**src/rtl/adc_cfg_pkg.sv**
```systemverilog
// Constants shared by both ends of the configuration register link
// Function
// - Scan gap code selects zero or 8..512 periods
// - Host writes zero to scan bit 20
// - Scan bits 19..16 ignore writes, read zero
// - Low sixteen scan bits select conversions, reset zero
// - Timed mode waits interval register between cycles
// - Offset trim is two's complement, resets zero
// - Gain trim unsigned, resets to unity 800000
// - Word at 0xb resets 0x900000, host keeps it
// - Byte at 0xc resets 0x50, host keeps it
// - Key 0xa5 unlocks writes, checksum reads zero
// - Other key blocks writes except key register
// - Locked checksum recomputed only while master clock runs
// - Read-only checksum at 0xf is CRC-16
// - Word at 0xe holds variant value only; code lets an unlocked host overwrite it
// - Act only when command address bits match
package adc_cfg_pkg;

  // ************************************************************
  // Register map
  // ************************************************************
  localparam logic [3:0] A_SCAN = 4'h7;
  localparam logic [3:0] A_TIMER = 4'h8;
  localparam logic [3:0] A_OFFSET = 4'h9;
  localparam logic [3:0] A_GAIN = 4'ha;
  localparam logic [3:0] A_RSV_B = 4'hb;
  localparam logic [3:0] A_RSV_C = 4'hc;
  localparam logic [3:0] A_KEY = 4'hd;
  localparam logic [3:0] A_RSV_E = 4'he;
  localparam logic [3:0] A_CRC = 4'hf;

  localparam logic [23:0] RST_SCAN = 24'h000000;
  localparam logic [23:0] RST_TIMER = 24'h000000;
  localparam logic [23:0] RST_OFFSET = 24'h000000;
  localparam logic [23:0] RST_GAIN = 24'h800000;
  localparam logic [23:0] RST_RSV_B = 24'h900000;
  localparam logic [7:0] RST_RSV_C = 8'h50;
  localparam logic [7:0] KEY_OPEN = 8'ha5;
  // Variant word default: arbitrary value
  localparam logic [15:0] RST_RSV_E_DEF = 16'h0001;

  // Scan register fields
  localparam int GAP_MSB = 23;
  localparam int GAP_LSB = 21;
  localparam int SCAN_RSV_BIT = 20;
  localparam logic [23:0] SCAN_WR_MASK = 24'hf0ffff;
  localparam logic [9:0] GAP_UNIT = 10'h008;

  // ************************************************************
  // Command byte
  // ************************************************************
  localparam logic [1:0] DEV_ADDR_DEF = 2'b01;
  localparam logic [1:0] CMD_WRITE = 2'b10;
  localparam logic [1:0] CMD_READ = 2'b11;
  localparam logic [1:0] MODE_TIMED = 2'b11;
  localparam logic [5:0] CMD_BITS = 6'h08;
  localparam logic [5:0] DATA_MAX = 6'h18;

  // Checksum engine
  localparam logic [15:0] CRC_POLY = 16'h8005;
  localparam int CFG_BITS = 152;

  // Data bits carried for each register address
  function automatic logic [5:0] reg_width(input logic [3:0] a);
    if (a >= A_SCAN && a <= A_RSV_B) begin
      return 6'h18;
    end else if (a == A_RSV_C || a == A_KEY) begin
      return 6'h08;
    end else if (a == A_RSV_E || a == A_CRC) begin
      return 6'h10;
    end
    return 6'h00;
  endfunction

  // Gap in master periods for a scan gap code
  function automatic logic [9:0] gap_len(input logic [2:0] code);
    if (code == 3'h0) begin
      return 10'h000;
    end
    return GAP_UNIT << (code - 3'h1);
  endfunction

endpackage

```
**src/rtl/adc_cfg_link_if.sv**
```systemverilog
// Serial command link between host and converter register map
`timescale 1ns/1ns
interface adc_cfg_link_if;
  logic cs_n;
  logic sck;
  logic sdi;
  logic sdo;
  logic sdo_oe;
  logic sdo_line;

  // Undriven data-out line floats high through the pull-up
  assign sdo_line = sdo_oe ? sdo : 1'b1;

  modport device (input cs_n, input sck, input sdi, output sdo, output sdo_oe);
  modport host (output cs_n, output sck, output sdi, input sdo_line);
endinterface

```
**src/rtl/adc_cfg_regs.sv**
```systemverilog
// Converter end: upper register map, write lock, checksum, scan timing
`timescale 1ns/1ns
module adc_cfg_regs
  import adc_cfg_pkg::*;
#(
  parameter logic [1:0] DEV_ADDR = DEV_ADDR_DEF,
  parameter logic [15:0] RSV_E_RESET = RST_RSV_E_DEF
) (
  // Clock and reset
  input wire logic CLK,
  input wire logic RST,
  // Serial link
  adc_cfg_link_if.device LINK,
  // Conversion engine
  input wire logic MCLK_RUN,
  input wire logic MCLK_TICK,
  input wire logic [1:0] CONVERSION_KIND_FIELD,
  input wire logic CONV_DONE,
  input wire logic CYCLE_DONE,
  output logic CONV_START,
  output logic [15:0] SCAN_SELECT,
  output logic [23:0] OFFSET_TRIM,
  output logic [23:0] GAIN_TRIM,
  // Lock state
  output logic LOCKED,
  output logic [15:0] CHECKSUM
);

  // ************************************************************
  // Link edge detection
  // ************************************************************
  logic sck_q;
  wire sck_rise = LINK.sck & ~sck_q;
  wire sck_fall = ~LINK.sck & sck_q;

  always_ff @(posedge CLK or posedge RST) begin
    if (RST) begin
      sck_q <= 1'b0;
    end else begin
      sck_q <= LINK.sck;
    end
  end

  // ************************************************************
  // Registers
  // ************************************************************
  logic [23:0] scan_q, timer_q, offset_q, gain_q, rsv_b_q;
  logic [7:0] rsv_c_q, key_q;
  logic [15:0] rsv_e_q, crc_q;
  logic [15:0] rsv_e_init_q;

  // ************************************************************
  // Frame decoding
  // ************************************************************
  logic [5:0] bit_cnt_q;
  logic [23:0] rx_q;
  logic [7:0] cmd_q;
  logic [23:0] tx_q;
  logic sdo_q;

  wire [7:0] cmd_now = {rx_q[6:0], LINK.sdi};
  wire [3:0] cmd_reg = cmd_q[5:2];
  wire [5:0] width = reg_width(cmd_reg);
  wire addressed = cmd_q[7:6] == DEV_ADDR;
  wire in_frame = ~LINK.cs_n;
  wire cmd_done = in_frame & sck_rise & (bit_cnt_q == CMD_BITS - 6'h01);
  wire is_read = addressed & (cmd_q[1:0] == CMD_READ) & (width != 6'h00);
  wire is_write = addressed & (cmd_q[1:0] == CMD_WRITE) & (width != 6'h00);
  wire last_bit = in_frame & sck_rise & (bit_cnt_q == CMD_BITS + width - 6'h01);
  wire [23:0] wr_data = {rx_q[22:0], LINK.sdi};
  wire unlocked = key_q == KEY_OPEN;
  // Key register stays writable so the host can always unlock
  wire wr_allowed = (cmd_reg == A_KEY) | (unlocked & cmd_reg != A_CRC);
  wire commit = last_bit & is_write & wr_allowed & (bit_cnt_q >= CMD_BITS);

  // Read data selection, left aligned for MSB first shifting
  logic [23:0] rd_word;
  wire cmd_now_read = (cmd_now[7:6] == DEV_ADDR) & (cmd_now[1:0] == CMD_READ);
  wire [3:0] cmd_now_reg = cmd_now[5:2];
  wire [5:0] rd_width = reg_width(cmd_now_reg);
  always_comb begin
    case (cmd_now_reg)
      A_SCAN: rd_word = scan_q & SCAN_WR_MASK;
      A_TIMER: rd_word = timer_q;
      A_OFFSET: rd_word = offset_q;
      A_GAIN: rd_word = gain_q;
      A_RSV_B: rd_word = rsv_b_q;
      A_RSV_C: rd_word = {16'h0000, rsv_c_q};
      A_KEY: rd_word = {16'h0000, key_q};
      A_RSV_E: rd_word = {8'h00, rsv_e_q};
      A_CRC: rd_word = {8'h00, crc_q};
      default: rd_word = 24'h000000;
    endcase
  end
  wire [23:0] rd_aligned = rd_word << (DATA_MAX - rd_width);

  // Bit counter, command byte and receive shifter; counter and command byte cleared between frames
  always_ff @(posedge CLK or posedge RST) begin
    if (RST) begin
      bit_cnt_q <= 6'h00;
      rx_q <= 24'h000000;
      cmd_q <= 8'h00;
    end else if (!in_frame) begin
      bit_cnt_q <= 6'h00;
      cmd_q <= 8'h00;
    end else if (sck_rise) begin
      rx_q <= wr_data;
      if (bit_cnt_q != 6'h3f) begin
        bit_cnt_q <= bit_cnt_q + 6'h01;
      end
      if (cmd_done) begin
        cmd_q <= cmd_now;
      end
    end
  end

  // Transmit shifter: loaded at command end, advanced on falling edges
  always_ff @(posedge CLK or posedge RST) begin
    if (RST) begin
      tx_q <= 24'h000000;
      sdo_q <= 1'b0;
    end else if (cmd_done) begin
      tx_q <= cmd_now_read ? rd_aligned : 24'h000000;
    end else if (in_frame & sck_fall & is_read) begin
      sdo_q <= tx_q[23];
      tx_q <= {tx_q[22:0], 1'b0};
    end
  end

  // Only a matching read drives the data line
  assign LINK.sdo = sdo_q;
  assign LINK.sdo_oe = in_frame & is_read & (bit_cnt_q >= CMD_BITS);

  // ************************************************************
  // Register writes
  // ************************************************************
  // Variant word reset value captured after reset release
  always_ff @(posedge CLK or posedge RST) begin
    if (RST) begin
      scan_q <= RST_SCAN;
      timer_q <= RST_TIMER;
      offset_q <= RST_OFFSET;
      gain_q <= RST_GAIN;
      rsv_b_q <= RST_RSV_B;
      rsv_c_q <= RST_RSV_C;
      key_q <= KEY_OPEN;
      rsv_e_q <= 16'h0000;
      rsv_e_init_q <= 16'h0000;
    end else if (rsv_e_init_q == 16'h0000) begin
      rsv_e_q <= RSV_E_RESET;
      rsv_e_init_q <= 16'hffff;
    end else if (commit) begin
      case (cmd_reg)
        A_SCAN: scan_q <= wr_data & SCAN_WR_MASK;
        A_TIMER: timer_q <= wr_data;
        A_OFFSET: offset_q <= wr_data;
        A_GAIN: gain_q <= wr_data;
        A_RSV_B: rsv_b_q <= wr_data;
        A_RSV_C: rsv_c_q <= wr_data[7:0];
        A_KEY: key_q <= wr_data[7:0];
        A_RSV_E: rsv_e_q <= wr_data[15:0];
        default: ;
      endcase
    end
  end

  // ************************************************************
  // Configuration checksum
  // ************************************************************
  // Bit-serial pass over the image; result published when a pass ends
  wire [CFG_BITS-1:0] cfg_image = {scan_q & SCAN_WR_MASK, timer_q, offset_q, gain_q, rsv_b_q,
                                   rsv_c_q, key_q, rsv_e_q};
  logic [7:0] crc_idx_q;
  logic [15:0] crc_acc_q;
  wire crc_in = cfg_image[CFG_BITS - 1 - crc_idx_q];
  wire crc_fb = crc_acc_q[15] ^ crc_in;
  wire [15:0] crc_next = {crc_acc_q[14:0], 1'b0} ^ (crc_fb ? CRC_POLY : 16'h0000);
  wire pass_end = crc_idx_q == 8'(CFG_BITS - 1);

  always_ff @(posedge CLK or posedge RST) begin
    if (RST) begin
      crc_idx_q <= 8'h00;
      crc_acc_q <= 16'h0000;
      crc_q <= 16'h0000;
    end else if (unlocked) begin
      crc_idx_q <= 8'h00;
      crc_acc_q <= 16'h0000;
      crc_q <= 16'h0000;
    end else if (MCLK_RUN) begin
      crc_idx_q <= pass_end ? 8'h00 : crc_idx_q + 8'h01;
      crc_acc_q <= pass_end ? 16'h0000 : crc_next;
      if (pass_end) begin
        crc_q <= crc_next;
      end
    end
  end

  // ************************************************************
  // Scan timing
  // ************************************************************
  typedef enum logic {SQ_IDLE, SQ_WAIT} seq_e;
  seq_e seq_q;
  logic [23:0] wait_q;
  logic start_q;

  // Gap after a conversion, interval after a cycle in timed mode
  wire [23:0] gap_load = {14'h0000, gap_len(scan_q[GAP_MSB:GAP_LSB])};
  wire [23:0] cyc_load = (CONVERSION_KIND_FIELD == MODE_TIMED) ? timer_q : 24'h000000;
  wire [23:0] wait_load = CYCLE_DONE ? cyc_load : gap_load;

  always_ff @(posedge CLK or posedge RST) begin
    if (RST) begin
      seq_q <= SQ_IDLE;
      wait_q <= 24'h000000;
      start_q <= 1'b0;
    end else begin
      start_q <= 1'b0;
      case (seq_q)
        SQ_IDLE: begin
          if (CONV_DONE && wait_load == 24'h000000) begin
            start_q <= 1'b1;
          end else if (CONV_DONE) begin
            wait_q <= wait_load;
            seq_q <= SQ_WAIT;
          end
        end
        SQ_WAIT: begin
          if (MCLK_TICK && wait_q == 24'h000001) begin
            start_q <= 1'b1;
            seq_q <= SQ_IDLE;
          end else if (MCLK_TICK) begin
            wait_q <= wait_q - 24'h000001;
          end
        end
        default: seq_q <= SQ_IDLE;
      endcase
    end
  end

  // ************************************************************
  // Outputs to the conversion engine and lock state
  // ************************************************************
  assign CONV_START = start_q;
  assign SCAN_SELECT = scan_q[15:0];
  assign OFFSET_TRIM = offset_q;
  assign GAIN_TRIM = gain_q;
  assign LOCKED = ~unlocked;
  assign CHECKSUM = crc_q;

endmodule // adc_cfg_regs

```
**src/flat_wrapper.sv**
```systemverilog
// flat-port wrapper written by rule: the top's interface ports become plain ports
module adc_cfg_regs_flat import adc_cfg_pkg::*;
#(
  parameter logic [1:0] DEV_ADDR = DEV_ADDR_DEF,
  parameter logic [15:0] RSV_E_RESET = RST_RSV_E_DEF
)
  (CLK, RST, MCLK_RUN, MCLK_TICK, CONVERSION_KIND_FIELD, CONV_DONE, CYCLE_DONE, CONV_START, SCAN_SELECT, OFFSET_TRIM, GAIN_TRIM, LOCKED, CHECKSUM, LINK_cs_n, LINK_sck, LINK_sdi, LINK_sdo, LINK_sdo_oe);
  adc_cfg_link_if LINK_i ();
  input wire logic CLK;
  input wire logic RST;
  input wire logic MCLK_RUN;
  input wire logic MCLK_TICK;
  input wire logic [1:0] CONVERSION_KIND_FIELD;
  input wire logic CONV_DONE;
  input wire logic CYCLE_DONE;
  output logic CONV_START;
  output logic [15:0] SCAN_SELECT;
  output logic [23:0] OFFSET_TRIM;
  output logic [23:0] GAIN_TRIM;
  output logic LOCKED;
  output logic [15:0] CHECKSUM;
  input wire logic [$bits(LINK_i.cs_n)-1:0] LINK_cs_n;
  input wire logic [$bits(LINK_i.sck)-1:0] LINK_sck;
  input wire logic [$bits(LINK_i.sdi)-1:0] LINK_sdi;
  output wire logic [$bits(LINK_i.sdo)-1:0] LINK_sdo;
  output wire logic [$bits(LINK_i.sdo_oe)-1:0] LINK_sdo_oe;
  assign LINK_i.cs_n = LINK_cs_n;
  assign LINK_i.sck = LINK_sck;
  assign LINK_i.sdi = LINK_sdi;
  assign LINK_sdo = LINK_i.sdo;
  assign LINK_sdo_oe = LINK_i.sdo_oe;
  adc_cfg_regs #(.DEV_ADDR(DEV_ADDR), .RSV_E_RESET(RSV_E_RESET)) u_core (.CLK(CLK), .RST(RST), .LINK(LINK_i), .MCLK_RUN(MCLK_RUN), .MCLK_TICK(MCLK_TICK), .CONVERSION_KIND_FIELD(CONVERSION_KIND_FIELD), .CONV_DONE(CONV_DONE), .CYCLE_DONE(CYCLE_DONE), .CONV_START(CONV_START), .SCAN_SELECT(SCAN_SELECT), .OFFSET_TRIM(OFFSET_TRIM), .GAIN_TRIM(GAIN_TRIM), .LOCKED(LOCKED), .CHECKSUM(CHECKSUM));
endmodule
```
**config.mk**
```make
export PLATFORM = sky130hd
export DESIGN_NAME = adc_cfg_regs_flat
export DESIGN_NICKNAME = d
export VERILOG_FILES = /design/src/rtl/adc_cfg_pkg.sv /design/src/rtl/adc_cfg_link_if.sv /design/src/rtl/adc_cfg_regs.sv /design/src/flat_wrapper.sv
export SDC_FILE = /design/constraint.sdc
export NUM_CORES = 1
export LEC_CHECK = 0
export ABC_AREA = 1
export BUFFER_PORTS_ARGS = -buffer_cell sky130_fd_sc_hd__buf_4
export CORE_ASPECT_RATIO = 0.8
export CORE_MARGIN = 4
export CORE_UTILIZATION = 30
export CTS_CLUSTER_DIAMETER = 120
export DETAILED_ROUTE_END_ITERATION = 10
export PLACE_DENSITY = 0.53
export SLEW_MARGIN = 25
export SYNTH_ARGS = -nofsm -noshare
export SYNTH_HDL_FRONTEND = slang
export SYNTH_SLANG_ARGS = --single-unit
```
**constraint.sdc**
```tcl
create_clock -name CLK -period 10.5 [get_ports CLK]
set_clock_uncertainty 0.1 [all_clocks]
set_input_delay 1.575 -clock CLK [delete_from_list [all_inputs] [get_ports CLK]]
set_output_delay 1.575 -clock CLK [all_outputs]
set_load 0.01 [all_outputs]
```
---- Word-level counts from Yosys, hierarchy flattened ----
Index checks and enable logic that the tools add are counted.
storage, ports and cells
  register bits after elaboration ......... 278
  input bits .............................. 11
  output and inout port bits .............. 84
  word-level logic and storage cells ...... 190
operators by class
  add/subtract/negate cells ............... 8
  $lt $le $gt $ge ......................... 6
  equal/unequal tests ..................... 35
  shifts and indexed selects .............. 2
  muxes and demuxes ....................... 56
  bitwise gates (word level) .............. 28
  reductions and logical operators ........ 34
operators with widths
  cell                     count
  $mux W24                 9
  $pmux W24 S9             1
  $mux W16                 10
  $mux W6                  11
  $eq A4 B4 Y1 const B     16
  $mux W8                  6
  $pmux W24 S2             1
  $lt A32 B9 Y1 const B    1
  $eq A24 B1 Y1 const B    1
  $logic_not A24 Y1        1
  $shl A24 B6 Y24          1
  $sub A24 B1 Y24 const B  1
  $reduce_and A3 Y1        7
  $mux W10                 2
  $and A1 B1 Y1            18
  $eq A8 B8 Y1 const B     2
  $logic_not A16 Y1        1
  $reduce_bool A2 Y1       8
  $xor A16 B16 Y16         1
  $mux W1                  13
  $reduce_and A2 Y1        6
  $shl A4 B3 Y10 const A   1
  $sub A8 B8 Y9 const A    1
  $add A8 B1 Y8 const B    1
  other kinds (26)         49

---- Logic depth before layout (Yosys ltp) ----
Gate-level depths: netlist of the first run.
  depth after elaboration ................. 15
  mapped depth ............................ 18
  gate-level depth less buffers ........... 17

---- Worst setup path before layout of the first run ----
No wires, ideal clock.
  path kind ............................... input -> output
  from .................................... in LINK_cs_n
  to ...................................... out LINK_sdo_oe
  arrival ................................. 1.876 ns
  data required time ...................... 8.825 ns
  setup slack ............................. 6.949 ns
  stages on the path ...................... 1
  path buffers ............................ 0
  cell sequence ........................... nor3_1
between the ends
  cells in the longest elaborated chain, start to end .. 3
ends and longest elaborated chain
  what                        RTL line             RTL
  start: declaration          flat_wrapper.sv:22   input wire logic [$bits(LINK_i.cs_n)-1:0] LINK_cs_n;
  $not A1 Y1 (no line)        --
  $and A1 B1 Y1 (2 in a row)  adc_cfg_regs.sv:132  assign LINK.sdo_oe = in_frame & is_read & (bit_cnt_q >= CMD_BITS);
  end: declaration            flat_wrapper.sv:26   output wire logic [$bits(LINK_i.sdo_oe)-1:0] LINK_sdo_oe;
Every way passes these cells.

---- Final worst setup path of the first run ----
  from .................................... in CYCLE_DONE
  to ...................................... reg u_core.wait_q[14]
between the ends
  cells in the longest elaborated chain, start to end .. 5
  elaborated cells between the ends (all ways) .. 8
  those cells by class .................... 1 x eq/ne; 4 x mux; 3 x reduce/logical
ends and longest elaborated chain
  what                         RTL line             RTL
  start: declaration           flat_wrapper.sv:15   input wire logic CYCLE_DONE;
  $mux W24 (*)                 adc_cfg_regs.sv:209  wire [23:0] wait_load = CYCLE_DONE ? cyc_load : gap_load;
  $logic_not A24 Y1            adc_cfg_regs.sv:220  if (CONV_DONE && wait_load == 24'h000000) begin
  $logic_and A1 B1 Y1          adc_cfg_regs.sv:220
  $ne A2 B2 Y1 (no line)       --
  $reduce_and A4 Y1 (no line)  --
  end signal: assignment       adc_cfg_regs.sv:223  wait_q <= wait_load;
  end signal: assignment       adc_cfg_regs.sv:232  wait_q <= wait_q - 24'h000001;
  end: declaration             adc_cfg_regs.sv:203  logic [23:0] wait_q;
Mark *: on every way between the ends. The rest lies on a longest branch, timed or not. The select of a mux whose other input is x is not followed.
A chain may end at the register's enable or synchronous reset.

==> results of run 1 <==
[synthesized netlist by cell type (11+ instances only)]
cell / count / area [µm²]
sky130_fd_sc_hd__nand4_1: 29 / 181.4
sky130_fd_sc_hd__a21oi_1: 51 / 255.2
sky130_fd_sc_hd__inv_1: 247 / 927.1
sky130_fd_sc_hd__nor3_1: 23 / 115.1
sky130_fd_sc_hd__o22ai_1: 68 / 425.4
sky130_fd_sc_hd__a221oi_1: 17 / 148.9
sky130_fd_sc_hd__o21ai_1: 58 / 290.3
sky130_fd_sc_hd__nand2_1: 492 / 1847
sky130_fd_sc_hd__nor2_1: 115 / 431.7
sky130_fd_sc_hd__o21ai_0: 165 / 825.8
sky130_fd_sc_hd__dfrtp_1: 269 / 6731
sky130_fd_sc_hd__clkbuf_1: 45 / 168.9
sky130_fd_sc_hd__buf_2: 29 / 145.1
sky130_fd_sc_hd__xor2_1: 21 / 183.9
sky130_fd_sc_hd__buf_4: 21 / 157.7
sky130_fd_sc_hd__a21oi_2: 24 / 210.2
sky130_fd_sc_hd__buf_6: 11 / 123.9
sky130_fd_sc_hd__nand3_1: 140 / 700.7
sky130_fd_sc_hd__o211ai_1: 27 / 202.7
[how the worst max path moves through the flow]
stage / from / end / slack [ns] / cells after the start
after floorplan: RST / u_core.CHECKSUM[0] / 1.17 / 1
after global placement: LINK_cs_n / u_core.tx_q[17] / 6.10 / 12
after detailed placement: LINK_cs_n / u_core.tx_q[17] / 6.07 / 12
after CTS: LINK_cs_n / u_core.tx_q[17] / 6.68 / 12
after global routing: LINK_cs_n / u_core.tx_q[17] / 6.32 / 12
final: CYCLE_DONE / u_core.wait_q[14] / 6.59 / 12
[flip-flops by register name, summed over array words and instances, names as in the netlist, 16 cells and up]
register / flops
u_core.CHECKSUM: 16
u_core.GAIN_TRIM: 24
u_core.OFFSET_TRIM: 24
u_core.crc_acc_q: 16
u_core.rsv_b_q: 24
u_core.rsv_e_q: 16
u_core.rx_q: 23
u_core.scan_q: 20
u_core.timer_q: 24
u_core.tx_q: 24
u_core.wait_q: 24
[cell type report]
class / instances / area [µm²] / area share (%)
Tap cell: 675 / 844.6 / 4.889
Clock inverter: 18 / 150.1 / 0.8692
Inverter: 259 / 979.7 / 5.671
Sequential cell: 278 / 6972 / 40.36
Timing Repair Buffer: 116 / 870.8 / 5.041
Multi-Input combinational cell: 1320 / 6631 / 38.39
Clock buffer: 39 / 825.8 / 4.781
[cell usage in the layout, fill, tap and decap left out, types with 4 or more instances in the layout]
cell type and n:
sky130_fd_sc_hd__nand2_1 492, sky130_fd_sc_hd__dfrtp_1 268, sky130_fd_sc_hd__inv_1 246, sky130_fd_sc_hd__o21ai_0 165
sky130_fd_sc_hd__nand3_1 140, sky130_fd_sc_hd__buf_4 116, sky130_fd_sc_hd__nor2_1 115, sky130_fd_sc_hd__o22ai_1 68
sky130_fd_sc_hd__o21ai_1 58, sky130_fd_sc_hd__a21oi_1 51, sky130_fd_sc_hd__clkbuf_16 31, sky130_fd_sc_hd__nand4_1 29
sky130_fd_sc_hd__o211ai_1 27, sky130_fd_sc_hd__a21oi_2 24, sky130_fd_sc_hd__nor3_1 23, sky130_fd_sc_hd__xor2_1 21
sky130_fd_sc_hd__a221oi_1 17, sky130_fd_sc_hd__clkinv_2 13, sky130_fd_sc_hd__a31oi_1 9, sky130_fd_sc_hd__ha_1 9
sky130_fd_sc_hd__dfstp_2 9, sky130_fd_sc_hd__o21ai_2 8, sky130_fd_sc_hd__inv_2 6, sky130_fd_sc_hd__nand4_2 6
sky130_fd_sc_hd__clkinv_1 6, sky130_fd_sc_hd__o2111ai_1 6, sky130_fd_sc_hd__clkbuf_1 6, sky130_fd_sc_hd__a211oi_1 5
sky130_fd_sc_hd__a22oi_1 5, sky130_fd_sc_hd__o221ai_1 4
[logic make-up after synthesis]
logic type      Yosys count  share of synthesized area [%]
simple gates            831                          23.55
compound gates          455                          17.85
xor+xnor                 22                          1.266
fa+ha+maj                 9                         0.7397
other cells               1                        0.02463
flops                   278                          45.77
buf+inv                 371                          10.67
mux                       2                         0.1315
[through the flow]
stage / std cells / total power [mW]
2_1_floorplan: 1969 / 1.880
3_3_place_gp: 2648 / 2.202
3_5_place_dp: 2648 / 2.209
4_1_cts: 2705 / 3.283
5_1_grt: 2705 / 3.465
6_report: 2705 / 3.292
[metal layers]
metal | track usage (%) | wire, µm
met1 | 31.77 | 27100
met3 | 5.019 | 5477
met2 | 27.92 | 22790
met4 | 5.636 | 1843
met5 | 0 | 0
[tightest hold or removal path: cells and delay by family, from the launching register on]
family / cells / cell delay (ns)
compound gates: 1 / 0.06
flops: 1 / 0.34
buf+inv: 1 / 0.05
[where the power goes]
group,leakage [nW],switching (mW),internal [mW]
logic,3.37,0.707,0.282
registers,3.75,0.0823,1.16
clock network,0.491,0.461,0.604
==> metrics.txt, run 1 <==
# TYPE chip_impl_metric gauge
chip_impl_info{name="critPathTopFamily",value="simple AND/OR/NAND/NOR gates"} 1
chip_impl_metric{name="finalCritPeriodShare",unit="%"} 37.26
chip_impl_metric{name="antenna_found_initial",unit=""} 0
chip_impl_metric{name="hold_worst_slack",unit="ns"} 0.3823
chip_impl_info{name="worst_path_max_delay_cell",value="sky130_fd_sc_hd__nand3_1"} 1
chip_impl_metric{name="fmaxAchievable",unit="MHz"} 255.6
chip_impl_metric{name="placed_area",unit="µm²"} 16300
chip_impl_metric{name="clkTransAtPathRegs",unit="ns"} 0.06
chip_impl_metric{name="cts_hold_buffers",unit=""} 0
chip_impl_info{name="critical_path.reg2reg.endpoint",value="u_core.tx_q[21]"} 1
chip_impl_metric{name="post-dp-hpwl",unit="µm"} 41690
chip_impl_metric{name="utilization",unit="%"} 34.57
chip_impl_metric{name="critPathBufInv",unit=""} 3
chip_impl_metric{name="clock_latency_on_the_worst_skew_pair",unit="ns"} 0.58
chip_impl_metric{name="layout.nets",unit=""} 2026
chip_impl_metric{name="mappedNetlistArea",unit="µm²"} 15220
chip_impl_metric{name="worst_r2r_path_depth",unit=""} 10
chip_impl_metric{name="wire_length_of_the_first_global_routing_pass",unit="µm"} 85640
chip_impl_metric{name="areaGrowthSynthToFinish",unit="%"} 13.47
chip_impl_metric{name="worst_hold_path.num_cells",unit=""} 2
chip_impl_info{name="worst_hold_path_type",value="reg -> reg"} 1
chip_impl_metric{name="synth.net_count",unit=""} 1989
chip_impl_metric{name="fp.dieW",unit="µm"} 259.9
chip_impl_metric{name="detailedRoute.firstIterationViolations",unit=""} 1554
chip_impl_metric{name="fraction_of_registers_with_async_set_or_reset_after_synthesis",unit="%"} 100.0
chip_impl_metric{name="die_h",unit="µm"} 209.5
chip_impl_metric{name="detail_route.wirelength",unit="µm"} 57210
chip_impl_metric{name="design.portCount",unit=""} 95
chip_impl_metric{name="vdd_ir_drop_max",unit="V"} 0.0001366
chip_impl_metric{name="grt_use_total",unit="%"} 20.46
chip_impl_metric{name="design.die.area",unit="µm²"} 54440
chip_impl_metric{name="sequential_area_share_after_synthesis",unit="%"} 45.77
chip_impl_metric{name="globalRoute.totalOverflow",unit=""} 0
chip_impl_metric{name="synth_seq_cells",unit=""} 278
chip_impl_metric{name="drt-pass1-iter-count",unit=""} 6
chip_impl_metric{name="slew-limit-headroom",unit="%"} 29.95
chip_impl_info{name="holdCritStartpoint",value="u_core.tx_q[17]"} 1
chip_impl_info{name="most_instantiated_flip_flop_cell_in_the_synthesis_netlist",value="sky130_fd_sc_hd__dfrtp_1"} 1
chip_impl_info{name="clock_tree_from_tritoncts",value="done"} 1
chip_impl_metric{name="tritoncts_num_sinks",unit=""} 278
chip_impl_metric{name="fp-row-count",unit=""} 73
chip_impl_metric{name="post_synthesis_cell_type_count",unit=""} 60
chip_impl_metric{name="post_route_cells_drive_above_1_share",unit="%"} 11.87
chip_impl_info{name="holdPathEnd",value="u_core.tx_q[17]"} 1
chip_impl_metric{name="synth_enable_flop_cells",unit=""} 0
chip_impl_metric{name="start_util",unit="%"} 30.47
chip_impl_metric{name="postSynthAreaPerCell",unit="µm²"} 7.732
chip_impl_metric{name="max_stage_delay",unit="ns"} 0.54
chip_impl_metric{name="fill_cells",unit=""} 5324
chip_impl_metric{name="avgRoutedWirePerCell",unit="µm"} 21.15
chip_impl_info{name="critical_path.cell_chain",value="buf_4, nand3_2, inv_1, nand2_1, nand2_1, nor3_1, nor3b_1, nand4_1, nand3_1, buf_4, nand2_1, o21ai_0"} 1
chip_impl_metric{name="drc_errors",unit=""} 0
chip_impl_metric{name="max_cap_viol",unit=""} 0
chip_impl_metric{name="largest_net_degree_at_the_start_of_global_routing",unit=""} 101
chip_impl_metric{name="place.gp.congestion",unit=""} 0.9258
chip_impl_info{name="setup.worst_path.end_class",value="register"} 1
chip_impl_metric{name="detail_route.vias_per_cell",unit=""} 5.271
chip_impl_metric{name="portBuffers",unit=""} 94
chip_impl_metric{name="postCtsResizedCells",unit=""} 0
chip_impl_metric{name="timing.critical_path.required",unit="ns"} 10.85
chip_impl_info{name="crit_top_cell",value="sky130_fd_sc_hd__nand2_1"} 1
chip_impl_metric{name="setup-violations-final",unit=""} 0
chip_impl_metric{name="final_max_slew_viol_count",unit=""} 0
chip_impl_metric{name="cts-buffers-inserted",unit=""} 31
chip_impl_metric{name="final_hold_viol_count",unit=""} 0
chip_impl_metric{name="finalSetupTns",unit="ns"} 0
chip_impl_metric{name="number_of_nets_still_failing_antenna_checks_after_routing",unit=""} 0
chip_impl_metric{name="timing_worst_slew_pin_value",unit="ns"} 1.051
chip_impl_metric{name="final_design_area_no_fill",unit="µm²"} 17270
chip_impl_metric{name="synthesis.instances",unit=""} 1969
chip_impl_metric{name="timing.final.ws_setup",unit="ns"} 6.587
chip_impl_info{name="critical_path.reg2reg.startpoint",value="u_core.rx_q[4]"} 1
chip_impl_metric{name="power_leakage",unit="nW"} 7.606
chip_impl_info{name="critical_path.startpoint_type",value="primary input"} 1
chip_impl_info{name="grt_setup_unrepaired",value="false"} 1
chip_impl_metric{name="cts.repair_timing.setup_buffer_count",unit=""} 0
chip_impl_info{name="cts_root_buf",value="sky130_fd_sc_hd__clkbuf_16"} 1
chip_impl_metric{name="via_count_of_the_first_global_routing_pass",unit=""} 13330
chip_impl_info{name="setup.worst_path.class",value="in -> reg"} 1
chip_impl_metric{name="r2r_setup_slack",unit="ns"} 6.63
chip_impl_metric{name="detailedPlace.worstSlack",unit="ns"} 6.072
chip_impl_metric{name="routed-via-count",unit=""} 14260
chip_impl_metric{name="ctsHtreeMaxLevel",unit=""} 1
chip_impl_metric{name="synthesis.yosys.warnings",unit=""} 0
chip_impl_metric{name="power.density_cell_area",unit="nW/µm²"} 190.6
chip_impl_metric{name="timing.critical_path.fanout_max",unit=""} 28
chip_impl_metric{name="finalWorstPathRequiredPeriod",unit="ns"} 3.913
chip_impl_metric{name="max-clock-path-buffers",unit=""} 3
chip_impl_metric{name="antenna-diode-count",unit=""} 0
chip_impl_metric{name="worstPathArrival",unit="ns"} 4.27
chip_impl_metric{name="fp.coreArea",unit="µm²"} 49960
chip_impl_info{name="status",value="finished, final reports clean"} 1
No activity file was read; power rests on OpenSTA's default activity.
==> run 2: changes to the inputs <==
==> constraint.sdc (replaced) <==
create_clock -name CLK -period 4.1 [get_ports CLK]
set_clock_uncertainty 0.1 [all_clocks]
set_input_delay 0.615 -clock CLK [delete_from_list [all_inputs] [get_ports CLK]]
set_output_delay 0.615 -clock CLK [all_outputs]
set_load 0.01 [all_outputs]
==> metrics.txt, run 2 (synthesis results as in run 1) <==
# TYPE chip_impl_metric gauge
chip_impl_info{name="setup.worst_path.end_class",value="register"} 1
chip_impl_metric{name="fp.coreArea",unit="µm²"} 49960
chip_impl_metric{name="detailedRoute.firstIterationViolations",unit=""} 1846
chip_impl_metric{name="finalSetupTns",unit="ns"} 0
chip_impl_metric{name="timing.critical_path.fanout_max",unit=""} 13
chip_impl_info{name="setup.worst_path.class",value="reg -> reg"} 1
chip_impl_metric{name="wire_length_of_the_first_global_routing_pass",unit="µm"} 87930
chip_impl_metric{name="cp_num_cells",unit=""} 15
chip_impl_metric{name="place.gp.congestion",unit=""} 0.9922
chip_impl_info{name="mostFrequentLayoutCells",value="sky130_fd_sc_hd__nand2_1 (492), sky130_fd_sc_hd__dfrtp_1 (268), sky130_fd_sc_hd__inv_1 (246), sky130_fd_sc_hd__o21ai_0 (165), sky130_fd_sc_hd__nand3_1 (139)"} 1
chip_impl_metric{name="timing.critical_path.required",unit="ns"} 4.47
chip_impl_metric{name="portBuffers",unit=""} 94
chip_impl_info{name="clock_tree_from_tritoncts",value="done"} 1
chip_impl_metric{name="via_count_of_the_first_global_routing_pass",unit=""} 13310
chip_impl_metric{name="max-clock-path-buffers",unit=""} 3
chip_impl_info{name="worst_path_max_delay_cell",value="sky130_fd_sc_hd__dfrtp_1"} 1
chip_impl_metric{name="postCtsResizedCells",unit=""} 0
chip_impl_info{name="cts_root_buf",value="sky130_fd_sc_hd__clkbuf_16"} 1
chip_impl_metric{name="routed-via-count",unit=""} 14320
chip_impl_metric{name="design.portCount",unit=""} 95
chip_impl_metric{name="power_leakage",unit="nW"} 7.756
chip_impl_metric{name="instances_no_fill",unit=""} 2718
chip_impl_metric{name="detail_route.wirelength",unit="µm"} 58430
chip_impl_metric{name="tritoncts_num_sinks",unit=""} 278
chip_impl_metric{name="worstPathArrival",unit="ns"} 4.28
chip_impl_metric{name="post_route_cells_drive_above_1_share",unit="%"} 12.63
chip_impl_metric{name="power.density_cell_area",unit="nW/µm²"} 498.4
chip_impl_metric{name="finalCritPeriodShare",unit="%"} 95.38
chip_impl_metric{name="placed_cells_incl_taps",unit=""} 2661
chip_impl_metric{name="fp.dieW",unit="µm"} 259.9
chip_impl_metric{name="detail_route.vias_per_cell",unit=""} 5.269
chip_impl_info{name="mostFrequentLayoutCell",value="sky130_fd_sc_hd__nand2_1"} 1
chip_impl_info{name="critPathTopFamily",value="simple AND/OR/NAND/NOR gates"} 1
chip_impl_metric{name="slew-limit-headroom",unit="%"} 42.73
chip_impl_info{name="worst_hold_path_type",value="in -> async"} 1
chip_impl_metric{name="design.die.area",unit="µm²"} 54440
chip_impl_metric{name="vdd_ir_drop_max",unit="V"} 0.0002946
chip_impl_metric{name="worst_r2r_path_depth",unit=""} 15
chip_impl_metric{name="final_max_slew_viol_count",unit=""} 0
chip_impl_metric{name="start_util",unit="%"} 30.47
chip_impl_metric{name="number_of_nets_still_failing_antenna_checks_after_routing",unit=""} 0
chip_impl_metric{name="hold_worst_slack",unit="ns"} 0.02316
chip_impl_info{name="cp-startpoint",value="u_core.crc_idx_q[2]"} 1
chip_impl_metric{name="ctsHtreeMaxLevel",unit=""} 1
chip_impl_metric{name="max_cap_viol",unit=""} 0
chip_impl_metric{name="finalWorstPathRequiredPeriod",unit="ns"} 3.911
chip_impl_metric{name="layout.nets",unit=""} 2039
chip_impl_info{name="crit_top_cell",value="sky130_fd_sc_hd__nand2_1"} 1
chip_impl_metric{name="globalRoute.totalOverflow",unit=""} 0
chip_impl_info{name="status",value="finished, final reports clean"} 1
chip_impl_metric{name="drt-pass1-iter-count",unit=""} 5
chip_impl_metric{name="timing_worst_slew_pin_value",unit="ns"} 0.8578
chip_impl_info{name="critical_path.cell_chain",value="inv_1, nor2_1, inv_1, a21oi_1, nor2_1, nand2_1, nand2_1, nand2_1, nand3_1, nand2_1, nand4_1, nand2_1, nand2_1, nand3_1, nand2_1"} 1
chip_impl_metric{name="largest_net_degree_at_the_start_of_global_routing",unit=""} 65
chip_impl_metric{name="antenna_found_initial",unit=""} 0
chip_impl_metric{name="cts-buffers-inserted",unit=""} 31
chip_impl_info{name="critical_path.startpoint_type",value="register"} 1
chip_impl_metric{name="cts.repair_timing.setup_buffer_count",unit=""} 0
chip_impl_metric{name="fmaxAchievable",unit="MHz"} 255.7
chip_impl_metric{name="max_stage_delay",unit="ns"} 0.84
chip_impl_info{name="grt_setup_unrepaired",value="false"} 1
chip_impl_metric{name="drc_errors",unit=""} 0
chip_impl_info{name="cp-endpoint",value="u_core.crc_acc_q[2]"} 1
chip_impl_metric{name="cts_hold_buffers",unit=""} 0
chip_impl_metric{name="clock_latency_on_the_worst_skew_pair",unit="ns"} 0.60
chip_impl_metric{name="grt_use_total",unit="%"} 21.10
chip_impl_metric{name="post-dp-hpwl",unit="µm"} 43400
chip_impl_metric{name="finalPower",unit="mW"} 8.761
chip_impl_metric{name="die_h",unit="µm"} 209.5
chip_impl_metric{name="fp-row-count",unit=""} 73
chip_impl_info{name="critical_path.reg2reg.endpoint",value="u_core.crc_acc_q[2]"} 1
chip_impl_info{name="critical_path.reg2reg.startpoint",value="u_core.crc_idx_q[2]"} 1
chip_impl_metric{name="antenna-diode-count",unit=""} 0
chip_impl_metric{name="clkTransAtPathRegs",unit="ns"} 0.06
chip_impl_metric{name="areaGrowthSynthToFinish",unit="%"} 15.48
chip_impl_metric{name="fill_cells",unit=""} 5296
chip_impl_metric{name="r2r_setup_slack",unit="ns"} 0.19
chip_impl_metric{name="critPathBufInv",unit=""} 2
chip_impl_metric{name="avgRoutedWirePerCell",unit="µm"} 21.50
chip_impl_metric{name="final_hold_viol_count",unit=""} 0
chip_impl_metric{name="setup-violations-final",unit=""} 0
-- run 2: worst min path at each step --
stage                             end  cells past startpoint         startpoint  slack, ns
2_1_floorplan         u_core.tx_q[17]                      2    u_core.tx_q[17]       0.34
3_3_place_gp        u_core.rsv_c_q[6]                      2  u_core.rsv_c_q[6]       0.36
3_5_place_dp        u_core.rsv_c_q[4]                      2  u_core.rsv_c_q[4]       0.37
4_1_cts        u_core.OFFSET_TRIM[17]                      2                RST       0.04
5_1_grt                  u_core.sck_q                      1           LINK_sck       0.05
6_report       u_core.OFFSET_TRIM[17]                      2                RST       0.02
-- run 2: final cells by class --
class                      count  area, µm²  share of cell area (%)
clock buffer                  42      897.1                   5.103
sequential                   278       6972                   39.66
tap                          675      844.6                   4.804
multi-input combinational   1320       6636                   37.75
inverter                     259      975.9                   5.551
clock inverter                15      236.5                   1.345
timing repair buffer         129       1018                   5.793
-- run 2: per-layer routing --
metal	vias up	global-route usage, %	part of all wire, %
met5	-	0	0
met4	0	4.464	2.4
met3	79	4.970	10
met2	676	28.54	39
met1	6947	33.66	48
li1	6619	-	-
-- run 2: metrics by stage --
stage	setup slack [ns]	cell area (µm²)	utilization (%)
finish	0.1894	17580	35.19
global placement	0.4325	16450	32.92
floorplan	-0.2870	15230	-
detailed placement	0.4071	16450	32.92
global route	0.06664	17580	35.19
CTS	0.4060	17580	35.19
-- run 2: worst register-to-register path, delay by kind of cell (launching register included) --
kind	cells	cell delay, ns
AO/OA/AOI/OAI	1	0.23
buffers and inverters	2	0.89
flip-flops	1	0.84
AND/OR/NAND/NOR	12	1.75
-- run 2: power by group --
group | internal, mW | total [mW] | switching, mW
clock | 1.90 | 3.13 | 1.23
sequential | 2.96 | 3.27 | 0.309
combinational | 0.719 | 2.36 | 1.64
